### src/ptpa_pkg.sv
/*
  Shared constants and types for the periodic tick and pulse accumulator
  timer block: register offsets, flag bit positions, readable masks,
  divider sizes and the packed carriers used on the register port.
  Assumes a single bus clock and byte-wide registers.
*/
`default_nettype none

package ptpa_pkg;

  // register port sizes
  localparam int REG_ADDR_W = 4;
  localparam int REG_DATA_W = 8;

  // register offsets
  localparam logic [REG_ADDR_W-1:0] ADDR_IRQ_ENABLE_TWO = 4'h0;
  localparam logic [REG_ADDR_W-1:0] ADDR_EVENT_FLAGS_TWO = 4'h1;
  localparam logic [REG_ADDR_W-1:0] ADDR_ACCUM_CONTROL = 4'h2;
  localparam logic [REG_ADDR_W-1:0] ADDR_ACCUM_COUNT = 4'h3;

  // flag and enable bit positions, shared by both registers
  localparam int BIT_COUNTER_WRAP = 7;
  localparam int BIT_TICK = 6;
  localparam int BIT_ACCUM_WRAP = 5;
  localparam int BIT_ACCUM_EDGE = 4;

  // bits that exist in each register; all others read as zero
  localparam logic [REG_DATA_W-1:0] IRQ_ENABLE_TWO_MASK = 8'hF3;
  localparam logic [REG_DATA_W-1:0] EVENT_FLAGS_TWO_MASK = 8'hF0;
  localparam logic [REG_DATA_W-1:0] ACCUM_CONTROL_MASK = 8'h77;
  localparam logic [REG_DATA_W-1:0] REG_RESET_VALUE = 8'h00;
  localparam logic [REG_DATA_W-1:0] READ_IDLE_VALUE = 8'h00;

  // tick divider: base stage plus up to three extra binary stages
  localparam int TICK_BASE_LOG2_DEF = 13;
  localparam int TICK_SEL_STAGES = 3;
  localparam logic [1:0] TICK_SEL_TOP = 2'h3;

  // gated accumulation time base is bus clock over 2^6
  localparam int GATE_DIV_LOG2 = 6;

  // free-running count and its prescaler
  localparam int FREE_COUNT_W = 16;
  localparam logic [FREE_COUNT_W-1:0] FREE_COUNT_MAX = 16'hFFFF;
  localparam int PRESCALE_W = 4;
  localparam logic [PRESCALE_W-1:0] PRESCALE_MASK_DIV1 = 4'h0;
  localparam logic [PRESCALE_W-1:0] PRESCALE_MASK_DIV4 = 4'h3;
  localparam logic [PRESCALE_W-1:0] PRESCALE_MASK_DIV8 = 4'h7;
  localparam logic [PRESCALE_W-1:0] PRESCALE_MASK_DIV16 = 4'hF;

  // accumulator
  localparam int ACCUM_W = 8;
  localparam logic [ACCUM_W-1:0] ACCUM_MAX = 8'hFF;

  // accumulator operating mode
  typedef enum logic {
    ACC_EVENT_COUNT,
    ACC_GATED_TIME
  } ptpa_acc_mode_e;

  // one register port request
  typedef struct packed {
    logic [REG_ADDR_W-1:0] addr;
    logic [REG_DATA_W-1:0] wrData;
    logic wrStrobe;
    logic rdStrobe;
  } ptpa_bus_req_s;

  // accumulator control register layout
  typedef struct packed {
    logic portBit7;
    logic accumEnable;
    ptpa_acc_mode_e accumGateMode;
    logic accumEdgePolarity;
    logic portBit3;
    logic capture4Compare5Select;
    logic [1:0] tickRateSelect;
  } ptpa_acc_ctrl_s;

  // second interrupt enable register layout
  typedef struct packed {
    logic counterWrapIrqEnable;
    logic tickIrqEnable;
    logic accumWrapIrqEnable;
    logic accumEdgeIrqEnable;
    logic [1:0] spare;
    logic [1:0] timerPrescaleSelect;
  } ptpa_irq_en_s;

endpackage

`default_nettype wire

### src/ptpa_sync.sv
/*
  Three-stage input synchroniser with agreement filter for one pin.
  Assumes the pin is asynchronous to clock; the level output changes
  only once the second and third stages agree.
*/
`timescale 1ns/1ns
`default_nettype none

module ptpa_sync #(
  parameter logic RESET_LEVEL = 1'b0
) (
  // clock and reset
  input wire logic clock,
  input wire logic rstn,
  // asynchronous pin
  input wire logic pinAsync,
  // filtered level in the clock domain
  output logic levelSync
);

  logic stage1_r;
  logic stage2_r;
  logic stage3_r;

  // stage one is read by stage two only
  always_ff @(posedge clock or negedge rstn)
  begin
    if (!rstn)
    begin
      stage1_r <= RESET_LEVEL;
      stage2_r <= RESET_LEVEL;
      stage3_r <= RESET_LEVEL;
    end
    else
    begin
      stage1_r <= pinAsync;
      stage2_r <= stage1_r;
      stage3_r <= stage2_r;
    end
  end

  // accept a level only when the last two stages agree
  always_ff @(posedge clock or negedge rstn)
  begin
    if (!rstn)
      levelSync <= RESET_LEVEL;
    else if (stage2_r == stage3_r)
      levelSync <= stage3_r;
  end

endmodule

`default_nettype wire

### src/ptpa_timer.sv
/*
  Periodic tick generator, 16-bit free-running count with wrap flag and
  8-bit pulse accumulator, with the second timer enable and flag
  registers and the accumulator control and count registers.
  Assumes one bus clock, a register port with one-cycle strobes and
  read data one cycle later, and an asynchronous accumulator input pin.
*/
// Overview of operation
// - tick every bus clock over 2^13, 2^14, 2^15 or 2^16 by rate select
// - tick base divider ignores the timer prescaler setting
// - tick divider free-runs, stopped only by reset, not by flag clear
// - every tick sets the tick flag; request while flag and enable set
// - first tick flag comes one whole period after reset
// - tick flag is bit 6 of the flag register, cleared by writing one
// - every flag in the flag register clears by writing one to it
// - counter wrap flag sets when free-running count goes from max to 0
// - counter wrap enable high requests interrupt while wrap flag set
// - upper four enable bits gate the flags in the same positions
// - accumulator enable bit: zero disables, one enables
// - mode bit: zero event counting, one gated time accumulation
// - event mode counts falling edges, or rising edges with polarity one
// - gated mode counts a bus clock over 64 tick while the pin is active
// - gated mode: polarity zero inhibits on low pin, one on high pin
// - count readable and writable any time, untouched by reset
// - count update and count read never collide in one cycle
// - accumulator wrap flag sets on 0xFF to 0x00, bit 5 write clears
// - wrap enable never alters the flag; set enable requests interrupt
// - edge flag sets on each selected pin edge while enabled, bit 4 write clears
// - edge enable does not touch the flag; set enable requests interrupt
// - select bit zero enables fifth compare, one fourth capture
`timescale 1ns/1ns
`default_nettype none

module ptpa_timer #(
  parameter int TICK_BASE_LOG2 = ptpa_pkg::TICK_BASE_LOG2_DEF
) (
  // clock and reset
  input wire logic clock,
  input wire logic rstn,
  // register port
  input wire ptpa_pkg::ptpa_bus_req_s busReq,
  output logic [ptpa_pkg::REG_DATA_W-1:0] rdData,
  // accumulator input pin
  input wire logic accumInputPin,
  // status towards the rest of the timer and the core
  output logic irqRequest,
  output logic periodicTick,
  output logic capture4Compare5Select,
  output logic [ptpa_pkg::FREE_COUNT_W-1:0] freeRunningCount
);

  import ptpa_pkg::*;

  localparam int DIV_W = TICK_BASE_LOG2 + TICK_SEL_STAGES;

  // register state
  ptpa_irq_en_s irqEnable_r;
  ptpa_acc_ctrl_s accumControl_r;
  logic [ACCUM_W-1:0] accumulatorCount_r;
  logic counterWrapFlag_r;
  logic tickFlag_r;
  logic accumWrapFlag_r;
  logic accumEdgeFlag_r;

  // dividers and counters
  logic [DIV_W-1:0] tickDiv_r;
  logic [DIV_W-1:0] tickMask;
  logic tickHit;
  logic gateTick;
  logic [PRESCALE_W-1:0] prescale_r;
  logic [PRESCALE_W-1:0] prescaleMask;
  logic prescaleHit;
  logic freeWrap;

  // pin path
  logic pinLevel;
  logic pinLevelPrev_r;
  logic pinRise;
  logic pinFall;
  logic selectedEdge;
  logic gateActive;

  // accumulator control
  logic accumIncrement;
  logic accumWrap;
  logic countWrite;

  // register decode
  logic wrIrqEnable;
  logic wrFlags;
  logic wrAccumControl;
  logic [REG_DATA_W-1:0] flagsView;
  logic [REG_DATA_W-1:0] irqTerms;
  logic [REG_DATA_W-1:0] readValue;

  // write decode
  always_comb
  begin
    wrIrqEnable = busReq.wrStrobe && (busReq.addr == ADDR_IRQ_ENABLE_TWO);
    wrFlags = busReq.wrStrobe && (busReq.addr == ADDR_EVENT_FLAGS_TWO);
    wrAccumControl = busReq.wrStrobe && (busReq.addr == ADDR_ACCUM_CONTROL);
    countWrite = busReq.wrStrobe && (busReq.addr == ADDR_ACCUM_COUNT);
  end

  // enable register; unimplemented bits are never stored
  always_ff @(posedge clock or negedge rstn)
  begin
    if (!rstn)
      irqEnable_r <= ptpa_irq_en_s'(REG_RESET_VALUE);
    else if (wrIrqEnable)
      irqEnable_r <= ptpa_irq_en_s'(busReq.wrData & IRQ_ENABLE_TWO_MASK);
  end

  // accumulator control register; port direction bits live elsewhere
  always_ff @(posedge clock or negedge rstn)
  begin
    if (!rstn)
      accumControl_r <= ptpa_acc_ctrl_s'(REG_RESET_VALUE);
    else if (wrAccumControl)
      accumControl_r <= ptpa_acc_ctrl_s'(busReq.wrData & ACCUM_CONTROL_MASK);
  end

  // capture or compare selection goes out to the channel logic
  assign capture4Compare5Select = accumControl_r.capture4Compare5Select;

  // tick divider restarts only at reset; flag clears do not touch it
  always_ff @(posedge clock or negedge rstn)
  begin
    if (!rstn)
      tickDiv_r <= '0;
    else
      tickDiv_r <= tickDiv_r + 1'b1;
  end

  // the rate select keeps 13 to 16 low divider bits in the match
  always_comb
  begin
    tickMask = {DIV_W{1'b1}} >> (TICK_SEL_TOP - accumControl_r.tickRateSelect);
    tickHit = (tickDiv_r & tickMask) == tickMask;
    gateTick = &tickDiv_r[GATE_DIV_LOG2-1:0];
  end

  // divider starts at zero, so the first match is a whole period away
  always_ff @(posedge clock or negedge rstn)
  begin
    if (!rstn)
      periodicTick <= 1'b0;
    else
      periodicTick <= tickHit;
  end

  // prescaler for the free-running count, separate from the tick chain
  always_comb
  begin
    unique case (irqEnable_r.timerPrescaleSelect)
      2'h0: prescaleMask = PRESCALE_MASK_DIV1;
      2'h1: prescaleMask = PRESCALE_MASK_DIV4;
      2'h2: prescaleMask = PRESCALE_MASK_DIV8;
      2'h3: prescaleMask = PRESCALE_MASK_DIV16;
    endcase
    prescaleHit = (prescale_r & prescaleMask) == prescaleMask;
    freeWrap = prescaleHit && (freeRunningCount == FREE_COUNT_MAX);
  end

  // prescaler counter
  always_ff @(posedge clock or negedge rstn)
  begin
    if (!rstn)
      prescale_r <= '0;
    else
      prescale_r <= prescale_r + 1'b1;
  end

  // free-running count, advanced once per prescaled step
  always_ff @(posedge clock or negedge rstn)
  begin
    if (!rstn)
      freeRunningCount <= '0;
    else if (prescaleHit)
      freeRunningCount <= freeRunningCount + 1'b1;
  end

  // pin goes through three stages and a filter flop; the filter starts at the idle high level
  ptpa_sync #(
    .RESET_LEVEL(1'b1)
  ) u_pinSync (
    .clock(clock),
    .rstn(rstn),
    .pinAsync(accumInputPin),
    .levelSync(pinLevel)
  );

  // previous filtered level for edge detection
  always_ff @(posedge clock or negedge rstn)
  begin
    if (!rstn)
      pinLevelPrev_r <= 1'b1; // same as the filter, so no edge at release
    else
      pinLevelPrev_r <= pinLevel;
  end

  // edge choice and gate level both follow the polarity bit
  always_comb
  begin
    pinRise = pinLevel && !pinLevelPrev_r;
    pinFall = !pinLevel && pinLevelPrev_r;
    selectedEdge = accumControl_r.accumEdgePolarity ? pinRise : pinFall;
    gateActive = accumControl_r.accumEdgePolarity ? !pinLevel : pinLevel;
  end

  // count source by mode; nothing counts while disabled
  always_comb
  begin
    accumIncrement = 1'b0;
    if (accumControl_r.accumEnable)
    begin
      unique case (accumControl_r.accumGateMode)
        ACC_EVENT_COUNT: accumIncrement = selectedEdge;
        ACC_GATED_TIME: accumIncrement = gateTick && gateActive;
      endcase
    end
    // a software write in the same cycle takes the count instead
    accumWrap = accumIncrement && !countWrite &&
                (accumulatorCount_r == ACCUM_MAX);
  end

  // count has no reset: software owns its value across resets
  // writes win over an increment in the same cycle, so a read never
  // sees a half-updated value and writes are never lost
  always_ff @(posedge clock)
  begin
    if (countWrite)
      accumulatorCount_r <= busReq.wrData;
    else if (accumIncrement)
      accumulatorCount_r <= accumulatorCount_r + 1'b1;
  end

  // counter wrap flag; a set in the clearing cycle survives
  always_ff @(posedge clock or negedge rstn)
  begin
    if (!rstn)
      counterWrapFlag_r <= 1'b0;
    else if (freeWrap)
      counterWrapFlag_r <= 1'b1;
    else if (wrFlags && busReq.wrData[BIT_COUNTER_WRAP])
      counterWrapFlag_r <= 1'b0;
  end

  // tick flag; clearing it leaves the divider running
  always_ff @(posedge clock or negedge rstn)
  begin
    if (!rstn)
      tickFlag_r <= 1'b0;
    else if (tickHit)
      tickFlag_r <= 1'b1;
    else if (wrFlags && busReq.wrData[BIT_TICK])
      tickFlag_r <= 1'b0;
  end

  // accumulator wrap flag; the enable bit never reaches it
  always_ff @(posedge clock or negedge rstn)
  begin
    if (!rstn)
      accumWrapFlag_r <= 1'b0;
    else if (accumWrap)
      accumWrapFlag_r <= 1'b1;
    else if (wrFlags && busReq.wrData[BIT_ACCUM_WRAP])
      accumWrapFlag_r <= 1'b0;
  end

  // edge flag in either mode, but only while the accumulator is on
  always_ff @(posedge clock or negedge rstn)
  begin
    if (!rstn)
      accumEdgeFlag_r <= 1'b0;
    else if (accumControl_r.accumEnable && selectedEdge)
      accumEdgeFlag_r <= 1'b1;
    else if (wrFlags && busReq.wrData[BIT_ACCUM_EDGE])
      accumEdgeFlag_r <= 1'b0;
  end

  // flag register image; low nibble stays zero
  always_comb
  begin
    flagsView = '0;
    flagsView[BIT_COUNTER_WRAP] = counterWrapFlag_r;
    flagsView[BIT_TICK] = tickFlag_r;
    flagsView[BIT_ACCUM_WRAP] = accumWrapFlag_r;
    flagsView[BIT_ACCUM_EDGE] = accumEdgeFlag_r;
  end

  // one request term per flag, each gated by the enable in its position;
  // enables reach only the request, so polling sees the same flags
  always_comb
  begin
    irqTerms = '0;
    irqTerms[BIT_COUNTER_WRAP] = counterWrapFlag_r &&
                                 irqEnable_r.counterWrapIrqEnable;
    irqTerms[BIT_TICK] = tickFlag_r && irqEnable_r.tickIrqEnable;
    irqTerms[BIT_ACCUM_WRAP] = accumWrapFlag_r &&
                               irqEnable_r.accumWrapIrqEnable;
    irqTerms[BIT_ACCUM_EDGE] = accumEdgeFlag_r &&
                               irqEnable_r.accumEdgeIrqEnable;
  end

  // registered request; a flag cleared now drops it one cycle later
  always_ff @(posedge clock or negedge rstn)
  begin
    if (!rstn)
      irqRequest <= 1'b0;
    else
      irqRequest <= |(irqTerms & EVENT_FLAGS_TWO_MASK);
  end

  // read mux; unmapped offsets read zero
  always_comb
  begin
    unique case (busReq.addr)
      ADDR_IRQ_ENABLE_TWO: readValue = REG_DATA_W'(irqEnable_r);
      ADDR_EVENT_FLAGS_TWO: readValue = flagsView;
      ADDR_ACCUM_CONTROL: readValue = REG_DATA_W'(accumControl_r);
      ADDR_ACCUM_COUNT: readValue = accumulatorCount_r;
      default: readValue = READ_IDLE_VALUE;
    endcase
  end

  // read data stand only in the cycle after the read strobe
  always_ff @(posedge clock or negedge rstn)
  begin
    if (!rstn)
      rdData <= READ_IDLE_VALUE;
    else if (busReq.rdStrobe)
      rdData <= readValue;
    else
      rdData <= READ_IDLE_VALUE;
  end

endmodule

`default_nettype wire

### config.mk
export PLATFORM = sky130hd
export DESIGN_NAME = ptpa_timer
export DESIGN_NICKNAME = d
export VERILOG_FILES = /design/src/ptpa_pkg.sv /design/src/ptpa_sync.sv /design/src/ptpa_timer.sv
export SDC_FILE = /design/constraint.sdc
export NUM_CORES = 1
export LEC_CHECK = 0
export ABC_CLOCK_PERIOD_IN_PS = 2100
export BUFFER_PORTS_ARGS = -buffer_cell sky130_fd_sc_hd__buf_4
export CAP_MARGIN = 20
export CORE_ASPECT_RATIO = 1.2
export CORE_MARGIN = 2
export CORE_UTILIZATION = 30
export DETAILED_ROUTE_END_ITERATION = 12
export PLACE_DENSITY_LB_ADDON = 0.08
export SYNTH_ARGS = -nofsm -noshare
export SYNTH_HDL_FRONTEND = slang
export SYNTH_SLANG_ARGS = --single-unit
### constraint.sdc
create_clock -name clock -period 2.1 [get_ports clock]
set_clock_uncertainty 0.1 [all_clocks]
set_input_delay 0.315 -clock clock [delete_from_list [all_inputs] [get_ports clock]]
set_output_delay 0.315 -clock clock [all_outputs]
set_load 0.02 [all_outputs]
==> results.yml <==
sta:
  tightest_slew_ps: 423
  setup_viol: 0
  timing.max_slew.rel_slack: 0.717
  hold_viol: 0
  min_period_over_period: 0.855
  fmax_mhz: 557
  rsz0062_at_grt: "false"
  setup_tns_ps: 0
  finalCriticalPeriod_ps: 1800
  drv_slew: 0
yosys:
  yosysSeqAreaShare: 0.560
  yosysWarnings: 0
  synth_enable_flop_cells: 8
  async_reset_ff_frac: 0.893
  syn_area_per_cell_um2: 12.0
  synth_ff_type: "dfrtp_1"
  syn_area_um2: 3430
  syn_nets: 307
  synth_cells: 286
  synth_seq_cells: 75
  netlist-cell-type-count: 44
clock_network:
  cts.root.buffer_cell: "clkbuf_16"
  h-tree-depth: 3
  clock-sinks: 75
  clk_pin_slew_ps: 60
  cts_buffer_depth: 2
  cts_tree: "done"
  clock_latency_ps: 330
  postCtsSetupBuffers: 0
  numCtsBuffers: 9
drt:
  wl_per_cell_um: 14.6
  ant_nets: 0
  vias: 2293
  drt-pass1-iter-count: 4
  viasPerCell: 4.58
  routed_wirelength_um: 7340
  drt_iter0_markers: 106
  drc: 0
global_route:
  grt_pass1_vias: 2449
  grt_pass1_wl_um: 12700
  grt_start_max_net_pins: 36
  grt_use_total: 0.136
  grt_overflow: 0
  antenna_found_initial: 0
die:
  rows: 42
  core_area_um2: 11100
  initial_utilization: 0.310
  io_pins: 44
  dieArea_um2: 12300
  die_y_um: 121
  fp.dieW_um: 102
finish:
  drive_gt1_frac: 0.274
  register_area_um2: 1920
  fillers: 1089
  n_antenna_cell: 0
  area_growth_syn_to_layout_pct: 23.8
  layout_common_cells: "dfrtp_1 (62), buf_4 (47), xnor2_1 (30), nor2_1 (25), nand2_1 (24)"
  stdcell_area_um2: 4250
  multi_input_area_um2: 1450
  fin_nets: 363
  fin_util: 0.383
  final_common_cell: "dfrtp_1"
worst_setup_path:
  critPathMaxFanout: 8
  path_cells: "ha_1, nand3_4, o22a_1, nand2_1"
  path_class: "flop to flop"
  crit_arrival_ps: 1700
  end_kind: "flop"
  crit_buf_inv: 0
  worstPathRequired_ps: 2000
  crit_path_start_kind: "flop"
  cpPeakStageDelay_ps: 400
  cp_slowest_cell: "dfrtp_1"
  path_delay_family: "simple AND/OR/NAND/NOR gates"
placed_design:
  place.gp.congestion: 0.786
  place_hpwl_um: 5270
  io_buffers: 43
  post_dp_cell_area_um2: 3970
pwr:
  pwr_density_cell_nw_per_um2: 923
  power_w: 0.00392
  leakage_nw: 1.87
  ir_drop_v: 0.000411
outcome:
  outcome: "completed"
worst_hold_path:
  worstHoldPathType: "primary input to flop"
flow_run:
  maxCapViolCount: 0
[worst reg2reg max path, cell delays in order, from the launching register on]
cell,delay (ps)
dfrtp_1,400
ha_1,280
nand3_4,150
o22a_1,260
nand2_1,280
[cell usage after synthesis, drive strengths merged (8+ instances only)]
master | n | share of area
nand3 | 21 | 0.034
nand4 | 12 | 0.025
dfrtp | 62 | 0.45
nand2 | 24 | 0.026
and3 | 8 | 0.016
xor2 | 8 | 0.023
xnor2 | 30 | 0.077
nor2 | 26 | 0.031
mux2 | 12 | 0.039
o21ai | 13 | 0.022
edfxtp | 8 | 0.070
inv | 8 | 0.0087
[logic make-up after synthesis]
family,Yosys count,share of synthesized area
compound gates,27,0.0517
xor+xnor,38,0.0991
fa+ha+maj,5,0.0175
buf+inv,13,0.0189
flops,75,0.560
mux,18,0.0678
simple gates,110,0.185
[flip-flops by register name (all words and copies together) (netlist names), 4 cells and up]
name and count:
irqEnable_r 6, freeRunningCount 16, accumControl_r 5, prescale_r 4, rdData 8, accumulatorCount_r 8
tickDiv_r 16
[layout make-up]
class / count / area share
sequential: 75 / 0.452
multi-input combinational: 198 / 0.340
timing repair buffer: 50 / 0.0924
clock buffer: 13 / 0.0589
tap: 154 / 0.0453
inverter: 8 / 0.00707
clock inverter: 3 / 0.00353
[metal layers]
layer,vias to the layer above,wire [um],track usage
met5,-,0,0
met4,0,164,0.0693
met3,13,289,0.0340
met2,48,3560,0.213
met1,1118,3330,0.171
li1,1114,-,-
[path summary, 6_finish.rpt]
path / cells past startpoint / to / slack [ps] / startpoint
worst max-delay path: 4 / accumulatorCount_r[0] / 300 / tickDiv_r[0]
worst min-delay path: 2 / irqEnable_r[4] / 130 / busReq[6]
worst max register to register: 4 / accumulatorCount_r[0] / 300 / tickDiv_r[0]
worst min register to register: 0 / u_pinSync.stage2_r / 260 / u_pinSync.stage1_r
max in group asynchronous: 3 / u_pinSync.stage1_r / 1050 / rstn
min in group asynchronous: 2 / accumControl_r[4] / 290 / rstn
[through the flow]
stage	setup slack (ps)	hold WS, ps	cells
floorplan	479	-80.6	286
global placement	313	100	483
finish	304	130	501
CTS	282	116	501
global route	198	119	501
detailed placement	295	103	483
[timing repair]
| item | CTS | global route |
|---|---|---|
| endpoints found under the hold margin | 15 | 0 |
| hold buffers | 2 | 0 |
| gates resized for setup | 0 | 0 |
[power by group]
group,internal (W),switching [W]
Clock,0.000827,0.000574
Combinational,0.000337,0.000366
Sequential,0.00163,0.000185
Note: power is estimated with default switching activity, not from simulation.
